$ cat config.mk
export PLATFORM = sky130hd
export DESIGN_NAME = module_mgmt_i2c_slave
export DESIGN_NICKNAME = d
export VERILOG_FILES = /design/src/hw/byte_fifo.v /design/src/hw/module_mgmt_i2c_slave.v
export VERILOG_INCLUDE_DIRS = /design/src /design/src/hw
export SDC_FILE = /design/constraint.sdc
export NUM_CORES = 1
export LEC_CHECK = 0
export ABC_AREA = 1
export BUFFER_PORTS_ARGS = -buffer_cell sky130_fd_sc_hd__buf_4
export CAP_MARGIN = 10
export CORE_MARGIN = 4
export CORE_UTILIZATION = 55
export DETAILED_ROUTE_END_ITERATION = 16
export GPL_TIMING_DRIVEN = 0
export PLACE_DENSITY = 0.72
export SLEW_MARGIN = 15
export SYNTH_ARGS = -nofsm -noshare
export SYNTH_HDL_FRONTEND = slang
export SYNTH_SLANG_ARGS = --single-unit
$ cat constraint.sdc
create_clock -name clk -period 2.2 [get_ports clk]
set_clock_uncertainty 0.05 [all_clocks]
set_input_delay 0.44 -clock clk [delete_from_list [all_inputs] [get_ports clk]]
set_output_delay 0.44 -clock clk [all_outputs]
set_load 0.1 [all_outputs]
$ cat src/hw/mgmt_slave_defines.vh
// Purpose: Shared constants of the two-wire management slave
// Assumes: Included by bare name from every design file that needs it
// Notes:   Definitions only, no logic
`ifndef MGMT_SLAVE_DEFINES_VH
`define MGMT_SLAVE_DEFINES_VH

// ==========================================================================
// Bus addressing
// ==========================================================================
`define DEV_ADDR        7'h50
`define MAP_FLAG_ADDR   8'h80
`define MAP_FLAG_VALUE  8'h01
`define ADDR_RESET      8'h00

// ==========================================================================
// Byte framing
// ==========================================================================
`define BITS_PER_BYTE   4'h8
`define BIT_CNT_RESET   4'h0

// ==========================================================================
// Byte kinds expected by the receiver
// ==========================================================================
`define KIND_DEV        2'h0
`define KIND_MEM        2'h1
`define KIND_DATA       2'h2

// ==========================================================================
// Write FIFO shape
// ==========================================================================
`define WFIFO_WIDTH     16
`define WFIFO_DEPTH     8
`define WFIFO_AW        3

`endif

$ cat src/hw/byte_fifo.v
// Purpose: Small synchronous FIFO with valid/ready on both sides
// Assumes: Single clock, synchronous active-high reset
// Notes:   Output data come from a register stage, so capacity is DEPTH + 1
`timescale 1ns/1ps

module byte_fifo #(
  parameter WIDTH = 16,
  parameter DEPTH = 8,
  parameter AW    = 3
) (
  input  wire             clk,
  input  wire             rst,
  input  wire             in_valid,
  output wire             in_ready,
  input  wire [WIDTH-1:0] in_data,
  output wire             out_valid,
  input  wire             out_ready,
  output wire [WIDTH-1:0] out_data
);

  reg [WIDTH-1:0] mem_q [0:DEPTH-1];
  reg [AW-1:0]    wr_ptr_q;
  reg [AW-1:0]    rd_ptr_q;
  reg [AW:0]      cnt_q;
  reg             out_valid_q;
  reg [WIDTH-1:0] out_data_q;
  wire            push;
  wire            pop_mem;

  // ==========================================================================
  // Handshakes
  // ==========================================================================
  assign in_ready  = (cnt_q != DEPTH[AW:0]);
  assign push      = in_valid & in_ready;
  // Refill the output stage whenever it is empty or being drained
  assign pop_mem   = (cnt_q != {(AW+1){1'b0}}) & (~out_valid_q | out_ready);
  assign out_valid = out_valid_q;
  assign out_data  = out_data_q;

  // Storage array, written without reset
  always @(posedge clk)
  begin
    if (push)
    begin
      mem_q[wr_ptr_q] <= in_data;
    end
  end

  // Pointers, fill level and output register
  always @(posedge clk)
  begin
    if (rst)
    begin
      wr_ptr_q    <= {AW{1'b0}};
      rd_ptr_q    <= {AW{1'b0}};
      cnt_q       <= {(AW+1){1'b0}};
      out_valid_q <= 1'b0;
      out_data_q  <= {WIDTH{1'b0}};
    end
    else
    begin
      if (push)
      begin
        wr_ptr_q <= wr_ptr_q + {{(AW-1){1'b0}}, 1'b1};
      end
      if (pop_mem)
      begin
        rd_ptr_q    <= rd_ptr_q + {{(AW-1){1'b0}}, 1'b1};
        out_data_q  <= mem_q[rd_ptr_q];
        out_valid_q <= 1'b1;
      end
      else if (out_ready)
      begin
        out_valid_q <= 1'b0;
      end
      case ({push, pop_mem})
        2'b10:   cnt_q <= cnt_q + {{AW{1'b0}}, 1'b1};
        2'b01:   cnt_q <= cnt_q - {{AW{1'b0}}, 1'b1};
        default: cnt_q <= cnt_q;
      endcase
    end
  end

endmodule

$ cat src/hw/module_mgmt_i2c_slave.v
// Purpose: Two-wire management slave of a pluggable loopback test module
// Assumes: clk at 20 MHz oversamples the host serial clock (max 400 kHz)
// Notes:   Serial pins are sampled through two flip-flops; the data pin is
//          open-drain, only ever pulled low; write bytes leave via a FIFO
`timescale 1ns/1ps
`include "mgmt_slave_defines.vh"

// Overview of operation
// - Green LED on while module selected
// - Amber LED on while low-power select low
// - Address 128 reports newer memory map
// - Answer fixed device address A0h
// - Deselected: no acknowledge, no action
// - Ignore bus unless module select low
// - Sample on clock rise, drive after fall
// - Slave only; host clocks every transfer
// - Data line driven low or released only
// - Data changes only while clock low
// - Bytes are eight bits, MSB first
// - START is data falling, clock high
// - STOP is data rising, ends transfer
// - Transmitter releases line for acknowledge
// - Acknowledge address and write bytes (write bytes refused while the write FIFO is full)
// - Recovery resets only interface state machine
// - First byte is address, LSB read
// - Matching address selected: pull low for ack
// - Address counter wraps within 128-byte page
// - Repeated START keeps loaded byte address
// - Keep sending read bytes while acked
// - Low-power select high means low power
module module_mgmt_i2c_slave (
  input  wire       clk,
  input  wire       rst,
  input  wire       scl_i,
  input  wire       sda_i,
  output wire       sda_o,
  output wire       sda_oe,
  input  wire       module_select_n,
  input  wire       low_power_select,
  output wire       green_led,
  output wire       amber_led,
  output wire       high_power_mode,
  output wire [7:0] rd_addr,
  input  wire [7:0] rd_data,
  output wire       wr_valid,
  input  wire       wr_ready,
  output wire [7:0] wr_addr,
  output wire [7:0] wr_data
);

  // ==========================================================================
  // States, one-hot
  // ==========================================================================
  localparam [5:0] ST_IDLE = 6'h01;
  localparam [5:0] ST_RX   = 6'h02;
  localparam [5:0] ST_ACK  = 6'h04;
  localparam [5:0] ST_TX   = 6'h08;
  localparam [5:0] ST_RACK = 6'h10;
  localparam [5:0] ST_IGN  = 6'h20;

  // Synchronisers and edge history
  reg        scl_m_q;
  reg        scl_s_q;
  reg        scl_p_q;
  reg        sda_m_q;
  reg        sda_s_q;
  reg        sda_p_q;
  reg        sel_m_q;
  reg        sel_n_q;
  reg        lp_m_q;
  reg        lp_s_q;

  // Protocol engine
  reg [5:0]  state_q;
  reg [3:0]  bit_cnt_q;
  reg [7:0]  shreg_q;
  reg [1:0]  kind_q;
  reg        read_q;
  reg        ack_q;
  reg        more_q;
  reg [7:0]  addr_q;
  reg        pull_q;
  reg        push_q;
  reg [15:0] push_word_q;

  wire       scl_rise;
  wire       scl_fall;
  wire       start_det;
  wire       stop_det;
  wire       selected;
  wire [7:0] tx_byte;
  wire [7:0] addr_next;
  wire       fifo_in_ready;
  wire [15:0] fifo_out;

  // ==========================================================================
  // Input synchronisers
  // ==========================================================================
  // Two flops per pin; the third serial flop only keeps edge history
  always @(posedge clk)
  begin
    if (rst)
    begin
      scl_m_q <= 1'b1;
      scl_s_q <= 1'b1;
      scl_p_q <= 1'b1;
      sda_m_q <= 1'b1;
      sda_s_q <= 1'b1;
      sda_p_q <= 1'b1;
      sel_m_q <= 1'b1;
      sel_n_q <= 1'b1;
      lp_m_q  <= 1'b1;
      lp_s_q  <= 1'b1;
    end
    else
    begin
      scl_m_q <= scl_i;
      scl_s_q <= scl_m_q;
      scl_p_q <= scl_s_q;
      sda_m_q <= sda_i;
      sda_s_q <= sda_m_q;
      sda_p_q <= sda_s_q;
      sel_m_q <= module_select_n;
      sel_n_q <= sel_m_q;
      lp_m_q  <= low_power_select;
      lp_s_q  <= lp_m_q;
    end
  end

  // ==========================================================================
  // Low-speed indicators
  // ==========================================================================
  // Reset values read as deselected and low power, like the pull-ups
  assign green_led       = ~sel_n_q;
  assign amber_led       = ~lp_s_q;
  assign high_power_mode = ~lp_s_q;
  assign selected        = ~sel_n_q;

  // ==========================================================================
  // Bus event detection
  // ==========================================================================
  // Host owns the clock; we only ever watch it
  assign scl_rise  = scl_s_q & ~scl_p_q;
  assign scl_fall  = ~scl_s_q & scl_p_q;
  // Data moving while the clock stays high marks framing
  assign start_det = scl_s_q & scl_p_q & sda_p_q & ~sda_s_q;
  assign stop_det  = scl_s_q & scl_p_q & ~sda_p_q & sda_s_q;

  // Byte counter wraps inside the current 128-byte page
  assign addr_next = {addr_q[7], addr_q[6:0] + 7'h01};
  // The map-revision byte is answered locally, everything else by the user
  assign tx_byte   = (addr_q == `MAP_FLAG_ADDR) ? `MAP_FLAG_VALUE : rd_data;
  assign rd_addr   = addr_q;

  // Open drain: the output level is always low, only the enable moves
  assign sda_o     = 1'b0;
  assign sda_oe    = pull_q;

  // ==========================================================================
  // Protocol state machine
  // ==========================================================================
  // START and STOP take priority over every state; they also serve as the
  // bus-recovery reset and touch nothing but this engine
  always @(posedge clk)
  begin
    if (rst)
    begin
      state_q     <= ST_IDLE;
      bit_cnt_q   <= `BIT_CNT_RESET;
      shreg_q     <= 8'h00;
      kind_q      <= `KIND_DEV;
      read_q      <= 1'b0;
      ack_q       <= 1'b0;
      more_q      <= 1'b0;
      addr_q      <= `ADDR_RESET;
      pull_q      <= 1'b0;
      push_q      <= 1'b0;
      push_word_q <= 16'h0000;
    end
    else
    begin
      push_q <= 1'b0;
      if (start_det)
      begin
        // A repeated START leaves addr_q untouched
        pull_q    <= 1'b0;
        bit_cnt_q <= `BIT_CNT_RESET;
        kind_q    <= `KIND_DEV;
        state_q   <= selected ? ST_RX : ST_IGN;
      end
      else if (stop_det)
      begin
        pull_q  <= 1'b0;
        state_q <= ST_IDLE;
      end
      else if (!selected && (state_q != ST_IDLE))
      begin
        // Deselect mid-transfer: let go of the line at once
        pull_q  <= 1'b0;
        state_q <= ST_IGN;
      end
      else
      begin
        case (state_q)
          ST_RX:
          begin
            if (scl_rise)
            begin
              shreg_q   <= {shreg_q[6:0], sda_s_q};
              bit_cnt_q <= bit_cnt_q + 4'h1;
            end
            else if (scl_fall && (bit_cnt_q == `BITS_PER_BYTE))
            begin
              bit_cnt_q <= `BIT_CNT_RESET;
              state_q   <= ST_ACK;
              case (kind_q)
                `KIND_DEV:
                begin
                  read_q <= shreg_q[0];
                  ack_q  <= (shreg_q[7:1] == `DEV_ADDR);
                  pull_q <= (shreg_q[7:1] == `DEV_ADDR);
                  kind_q <= `KIND_MEM;
                end
                `KIND_MEM:
                begin
                  addr_q <= shreg_q;
                  ack_q  <= 1'b1;
                  pull_q <= 1'b1;
                  kind_q <= `KIND_DATA;
                end
                default:
                begin
                  // A full FIFO cannot take the byte, so it is refused
                  ack_q <= fifo_in_ready;
                  pull_q <= fifo_in_ready;
                  if (fifo_in_ready)
                  begin
                    push_q      <= 1'b1;
                    push_word_q <= {addr_q, shreg_q};
                    addr_q      <= addr_next;
                  end
                end
              endcase
            end
          end
          ST_ACK:
          begin
            if (scl_fall)
            begin
              if (!ack_q)
              begin
                pull_q  <= 1'b0;
                state_q <= ST_IGN;
              end
              else if (read_q && (kind_q == `KIND_MEM))
              begin
                // Read after address ack: first bit goes out now
                shreg_q <= tx_byte;
                pull_q  <= ~tx_byte[7];
                state_q <= ST_TX;
              end
              else
              begin
                pull_q  <= 1'b0;
                state_q <= ST_RX;
              end
            end
          end
          ST_TX:
          begin
            if (scl_rise)
            begin
              bit_cnt_q <= bit_cnt_q + 4'h1;
            end
            else if (scl_fall)
            begin
              if (bit_cnt_q == `BITS_PER_BYTE)
              begin
                // Hand the line to the host for its acknowledge
                pull_q    <= 1'b0;
                bit_cnt_q <= `BIT_CNT_RESET;
                addr_q    <= addr_next;
                state_q   <= ST_RACK;
              end
              else
              begin
                shreg_q <= {shreg_q[6:0], 1'b0};
                pull_q  <= ~shreg_q[6];
              end
            end
          end
          ST_RACK:
          begin
            if (scl_rise)
            begin
              more_q <= ~sda_s_q;
            end
            else if (scl_fall)
            begin
              if (more_q)
              begin
                shreg_q <= tx_byte;
                pull_q  <= ~tx_byte[7];
                state_q <= ST_TX;
              end
              else
              begin
                state_q <= ST_IGN;
              end
            end
          end
          ST_IGN:
          begin
            pull_q <= 1'b0;
          end
          ST_IDLE:
          begin
            pull_q <= 1'b0;
          end
          default:
          begin
            pull_q  <= 1'b0;
            state_q <= ST_IDLE;
          end
        endcase
      end
    end
  end

  // ==========================================================================
  // Write data path
  // ==========================================================================
  // Back-pressure shows on the bus as a refused byte, since the slave
  // cannot stretch the host clock
  byte_fifo #(
    .WIDTH (`WFIFO_WIDTH),
    .DEPTH (`WFIFO_DEPTH),
    .AW    (`WFIFO_AW)
  ) u_wfifo (
    .clk       (clk),
    .rst       (rst),
    .in_valid  (push_q),
    .in_ready  (fifo_in_ready),
    .in_data   (push_word_q),
    .out_valid (wr_valid),
    .out_ready (wr_ready),
    .out_data  (fifo_out)
  );

  assign wr_addr = fifo_out[15:8];
  assign wr_data = fifo_out[7:0];

endmodule

== Word level (Yosys, flattened, before mapping) ==
Memories as Yosys holds them, arrays and structs flattened. A register that Yosys moved wholly into a read port is not among the register bits.
Cells that the tools add are included.
W data, S select, Z words.

* Reductions and logical operators: 26
* Equality and inequality tests: 41
* Add/subtract/negate cells: 6
* Muxes and demuxes: 62
* Bitwise gates (word level): 28

{| class="wikitable"
|+ Operators by type and width
! operator !! count
|-
| $mux W8 || 13
|-
| $mux W6 || 14
|-
| $ne A5 B5 Y1 const B || 8
|-
| $pmux W8 S2 || 2
|-
| $pmux W8 S4 || 1
|-
| $pmux W6 S5 || 1
|-
| $mux W7 || 4
|-
| $ne A2 B2 Y1 const B || 14
|-
| $mux W4 || 6
|-
| $not A1 Y1 || 18
|-
| $reduce_and A6 Y1 || 3
|-
| $reduce_and A9 Y1 || 2
|-
| $mux W1 || 16
|-
| $pmux W4 S2 || 2
|-
| $reduce_and A8 Y1 || 2
|-
| $reduce_and A14 Y1 || 1
|-
| $ne A3 B3 Y1 const B || 4
|-
| $reduce_and A11 Y1 || 1
|-
| $and A1 B1 Y1 || 9
|-
| $reduce_or A9 Y1 || 1
|-
| $add A4 B1 Y4 const B || 2
|-
| $eq A8 B8 Y1 const B || 1
|-
| $reduce_bool A2 Y1 || 4
|-
| $reduce_bool A4 Y1 || 2
|-
| 26 further kinds || 32
|}

* Flip-flop bits (word level): 70
* Memories: 1
* RAM bits: 128
* Logic and storage cells: 190
* Output and inout port bits: 30

{| class="wikitable"
|+ Memory list
! memory !! words !! width !! rd ports !! clocked after memory_dff !! wr ports !! line !! text
|-
| u_wfifo.mem_q || 8 || 16 || 1 || 1 || 1 || byte_fifo.v:21 || <nowiki>reg [WIDTH-1:0] mem_q [0:DEPTH-1];</nowiki>
|}

== Longest topological paths before layout ==
* Depth after elaboration: 9
* Mapped depth: 14
* Gate-level depth less buffers: 13

== By module ==
A second synthesis with hierarchy kept.

* Cells, all modules: 1120
* Area, all modules: 9785.6 um2

{| class="wikitable"
|+ Modules (own cells, without submodules)
! module !! seq. area each (um2) !! area an instance (um2) !! cells each !! times used
|-
| byte_fifo || 4384.2 || 6576.3 || 654 || 1
|-
| module_mgmt_i2c_slave || 1181.1 || 3209.3 || 466 || 1
|}

== Worst setup path before layout ==
No wires, ideal clock.

* Path kind: register to register
* Start: reg u_wfifo.out_valid_q, in the netlist u_wfifo.out_valid
* End: reg u_wfifo.cnt_q[3]
* Data arrival time: 2590 ps
* Setup time: 119 ps
* Period minus slack after synthesis: 2759 ps
* Stages on the path, launching flop included: 15
* Slack: -559 ps
* Path buffers: 1
* Path through: dfxtp_1 inv_1 nor2_1 a31oi_1 clkbuf_1 ha_1 ha_1 nand2_1 nand2_1 a21oi_1 nor2_1 nor2_1 nand2_1 o21ai_0 a21oi_1

* Cells in the longest elaborated chain, start to end: 5
* Elaborated cells on any way between the ends: 7
* Those cells by class: 2 x eq/ne; 1 x mux; 3 x bitwise; 1 x reduce/logical

{| class="wikitable"
|+ RTL lines
! what !! line !! text
|-
| start, declared || byte_fifo.v:25 || <nowiki>reg out_valid_q;</nowiki>
|-
| start signal, assigned || byte_fifo.v:57 || <nowiki>out_valid_q <= 1'b0;</nowiki>
|-
| start signal, assigned || byte_fifo.v:70 || <nowiki>out_valid_q <= 1'b1;</nowiki>
|-
| start signal, assigned || byte_fifo.v:74 || <nowiki>out_valid_q <= 1'b0;</nowiki>
|-
| $not A1 Y1 (*) || byte_fifo.v:36 || <nowiki>assign pop_mem = (cnt_q != {(AW+1){1'b0}}) & (~out_valid_q | out_ready);</nowiki>
|-
| $or A1 B1 Y1 (*) || byte_fifo.v:36 ||
|-
| $and A1 B1 Y1 (*) || byte_fifo.v:36 ||
|-
| named net u_wfifo.pop_mem || byte_fifo.v:28 || <nowiki>wire pop_mem;</nowiki>
|-
| $eq A2 B1 Y1 or $eq A2 B2 Y1 (tied branches) || byte_fifo.v:76 || <nowiki>case ({push, pop_mem})</nowiki>
|-
| $pmux W4 S2 or $reduce_bool A2 Y1 (tied branches) || n/a ||
|-
| end signal, assigned || byte_fifo.v:77 || <nowiki>2'b10: cnt_q <= cnt_q + {{AW{1'b0}}, 1'b1};</nowiki>
|-
| end signal, assigned || byte_fifo.v:78 || <nowiki>2'b01: cnt_q <= cnt_q - {{AW{1'b0}}, 1'b1};</nowiki>
|-
| end signal, assigned || byte_fifo.v:79 || <nowiki>default: cnt_q <= cnt_q;</nowiki>
|-
| end, declared || byte_fifo.v:24 || <nowiki>reg [AW:0] cnt_q;</nowiki>
|}

The timed path passes the listed nets; every way through them passes the cells marked *.
A chain may end at the register's enable or synchronous reset.

== Worst setup path in the final report ==
* Start: reg u_wfifo.cnt_q[1]
* End: reg u_wfifo.cnt_q[3]

* Cells in the longest elaborated chain, start to end: 4
* Elaborated cells on any way between the ends: 10
* Those cells by class: 2 x add/sub; 3 x eq/ne; 1 x mux; 2 x bitwise; 2 x reduce/logical

{| class="wikitable"
|+ RTL lines
! what !! line !! text
|-
| start signal, assigned || byte_fifo.v:56 || <nowiki>cnt_q <= {(AW+1){1'b0}};</nowiki>
|-
| start signal, assigned || byte_fifo.v:77 ||
|-
| start signal, assigned || byte_fifo.v:78 ||
|-
| $reduce_bool A4 Y1 (*) || byte_fifo.v:36 ||
|-
| $and A1 B1 Y1 (*) || byte_fifo.v:36 ||
|-
| named net u_wfifo.pop_mem || byte_fifo.v:28 ||
|-
| $eq A2 B1 Y1 or $eq A2 B2 Y1 (tied branches) || byte_fifo.v:76 ||
|-
| $pmux W4 S2 or $reduce_bool A2 Y1 (tied branches) || n/a ||
|}

Marked as above.

==> impl_metrics.env <==
export IMPL_fin_crit_sh=0.948
export IMPL_io_pins=45
export IMPL_power_per_cell_area_nw_per_um2=1230
export IMPL_htree_levels=1
export IMPL_ys_types=38
export IMPL_die_w_um=138
export IMPL_cap_violations=0
export IMPL_ys_seq_area_frac=0.601
export IMPL_synth_area_per_cell_um2=9.35
export IMPL_path_clk_slew_ns=0.06
export IMPL_layout_area_seq_um2=5580
export IMPL_synth_net_count=1019
export IMPL_dpl_instance_area_um2=9950
export IMPL_io_buffers=43
export IMPL_initial_core_util=0.560
export IMPL_fill_cells=1342
export IMPL_drt_wl_total_um=21600
export IMPL_crit_type="reg -> reg"
export IMPL_netlist_area_leader_share=0.415
export IMPL_ir_worst_vdd_uv=890
export IMPL_critPathSlowestCell="dfxtp_4"
export IMPL_die_y_um=138
export IMPL_antenna_cells=0
export IMPL_drc=0
export IMPL_p_leak_nw=4.34
export IMPL_ys_warn_count=0
export IMPL_required_ns=2.52
export IMPL_antenna_found_initial=0
export IMPL_ys_flop_type="edfxtp_1"
export IMPL_gp_congestion=0.887
export IMPL_final_common_cell="nor2_1"
export IMPL_cts_path_max_buffers=3
export IMPL_grt_pass1_vias=6564
export IMPL_cts_buffers=22
export IMPL_postLayoutCellArea_um2=10900
export IMPL_max_freq_ghz=0.480
export IMPL_drt_iter0_drc=571
export IMPL_vias=6969
export IMPL_wl_per_cell_um=16.6
export IMPL_vias_per_cell=5.35
export IMPL_outcome="completed"
export IMPL_path_max_fanout=3
export IMPL_postRouteAntennaNets=0
export IMPL_crit_path_frequent_cell="nand2_1"
export IMPL_setup_viol=0
export IMPL_area_growth_pct=17.4
export IMPL_drive_gt1_frac=0.155
export IMPL_max_slew_margin=0.443
export IMPL_synth_seq_cells=214
export IMPL_post_dp_hpwl_um=15200
export IMPL_cts_root_buf="clkbuf_16"
export IMPL_track_usage=0.226
export IMPL_syn_area_um2=9260
export IMPL_grt_max_degree=17
export IMPL_final_cell_mix="nor2_1, edfxtp_1, nand2_1, o21ai_0, dfxtp_1"
export IMPL_syn_instance_count=991
export IMPL_cts_tree="built"
export IMPL_post_route_util=0.658
export IMPL_cts_hold_buf=0
export IMPL_multiInputGateArea_um2=3340
export IMPL_cp_end_kind="flip-flop"
export IMPL_dr_pass1_iters=7
export IMPL_nNetsFinal=1095
export IMPL_cp_start_kind="flip-flop"
export IMPL_power_total_w=0.0134
export IMPL_slowest_delay_ns=0.35
export IMPL_drv_slew=0
export IMPL_synth_edf_count=128
export IMPL_dieArea_um2=19000
export IMPL_cp_cell_sequence="nor2_4 -> a31oi_4 -> buf_8 -> ha_4 -> ha_1 -> nand2_1 -> nand2_1 -> a21oi_2 -> nor2_1 -> nor2_1 -> nand2_1 -> o21ai_1 -> a21oi_1"
export IMPL_insertion_delay_ns=0.49
export IMPL_arrival_ns=2.41
export IMPL_finalCriticalPeriod_ns=2.08
export IMPL_hold_violations=0
export IMPL_hold_path_class="in -> reg"
export IMPL_grt_pass1_wl_um=33500
export IMPL_async_flop_share=0
export IMPL_yosysTopAreaCell="edfxtp_1"
export IMPL_grt_remaining_overflow=0
export IMPL_clkSinkCount=214
export IMPL_fp_row_count=47
export IMPL_coreArea_um2=16500
export IMPL_worst_slew_pin_slew_ns=0.834
export IMPL_synth_area_leaders="edfxtp_1, dfxtp_1, nor2_1, o21ai_0, nand2_1"
metrics by stage:
stage               hold WS, ns  instances  TNS, ns  setup WS, ns
finish                   0.0867       1303        0         0.115
floorplan                 0.339        991        0        0.0109
detailed placement        0.347       1257    -1.56        -0.302
global placement          0.342       1254   -46.83        -0.574
global route             0.0716       1303   -0.134       -0.0466
CTS                      0.0739       1298    -1.29       -0.0510
area by class of cell:
class	count	area share
Clock inverter	9	0.0132
Sequential cell	214	0.513
Multi-Input combinational cell	667	0.308
Clock buffer	31	0.0604
Buffer	41	0.0190
Tap cell	220	0.0253
Timing Repair Buffer	52	0.0376
Inverter	69	0.0239
logic make-up after synthesis:
group / Yosys count / synth area share
adders and majority gates: 13 / 0.0184
other: 1 / 0.000405
DFF: 214 / 0.601
AOI/OAI and AO/OA: 206 / 0.123
and+or+nand+nor: 442 / 0.203
xor gates and xnor gates: 5 / 0.00473
buffers and inverters: 110 / 0.0488
flip-flops by register name, summed over array words and instances, names as in the netlist, 2 cells and up:
| register | flops |
|---|---|
| rd_addr | 8 |
| bit_cnt_q | 4 |
| u_wfifo.out_data | 16 |
| push_word_q | 16 |
| u_wfifo.rd_ptr_q | 3 |
| shreg_q | 8 |
| u_wfifo.cnt_q | 4 |
| u_wfifo.wr_ptr_q | 3 |
| kind_q | 2 |
| u_wfifo.mem_q | 128 |
| state_q | 6 |
critical path: cells and delay by family, from the launching register on:
family,cells,cell delay (ns)
AO/OA/AOI/OAI,4,0.46
adder cells (fa/ha/maj),2,0.45
buffers and inverters,1,0.14
flip-flops,1,0.35
AND/OR/NAND/NOR,6,0.51
synthesized netlist by cell type, types with 2 or more instances:
cell and count:
o22ai_1 4, or2_2 10, a21oi_1 40, nand3b_1 2, nand4_1 10, nor3_1 5, nor2_2 5, xor2_1 3
nand2_4 2, inv_2 4, buf_2 8, nand2_2 4, buf_6 2, o21a_1 3, clkinv_1 2, inv_1 62
o211ai_1 33, nor2_4 6, nand3_2 6, o21ai_1 19, buf_4 3, o21ai_0 104, nor2_1 231, clkbuf_1 26
nand3_1 32, xnor2_1 2, nand2_1 129, dfxtp_1 86, ha_1 12, edfxtp_1 128
power breakdown:
group | internal, W | switching [W] | leakage [nW]
sequential | 0.00447 | 0.000185 | 2.07
clock | 0.00255 | 0.00147 | 0.396
combinational | 0.00130 | 0.00339 | 1.88
total | 0.00831 | 0.00505 | 4.34
layer usage:
| layer | track usage | routed length (um) |
|---|---|---|
| met2 | 0.396 | 10500 |
| met5 | 0 | 0 |
| met1 | 0.295 | 9280 |
| met3 | 0.0321 | 1400 |
| met4 | 0.0598 | 416 |
final timing paths:
path / cells past startpoint / end / startpoint / slack (ns)
setup reg to reg: 13 / u_wfifo.cnt_q[3]$_SDFFE_PP0P_ / u_wfifo.cnt_q[1]$_SDFFE_PP0P_ / 0.12
hold / removal: 2 / lp_m_q$_SDFF_PP1_ / low_power_select / 0.09
hold reg to reg: 1 / sda_s_q$_SDFF_PP1_ / sda_m_q$_SDFF_PP1_ / 0.36
setup / recovery: 13 / u_wfifo.cnt_q[3]$_SDFFE_PP0P_ / u_wfifo.cnt_q[1]$_SDFFE_PP0P_ / 0.12
repair_timing:
action                                 in CTS  in global routing
pin swaps                                   1                  6
endpoints found under the hold margin       0                  0
setup endpoints to repair                  43                104
resized for setup                           4                 22
buffers inserted                            1                  5
(Power assumes the default switching activity.)
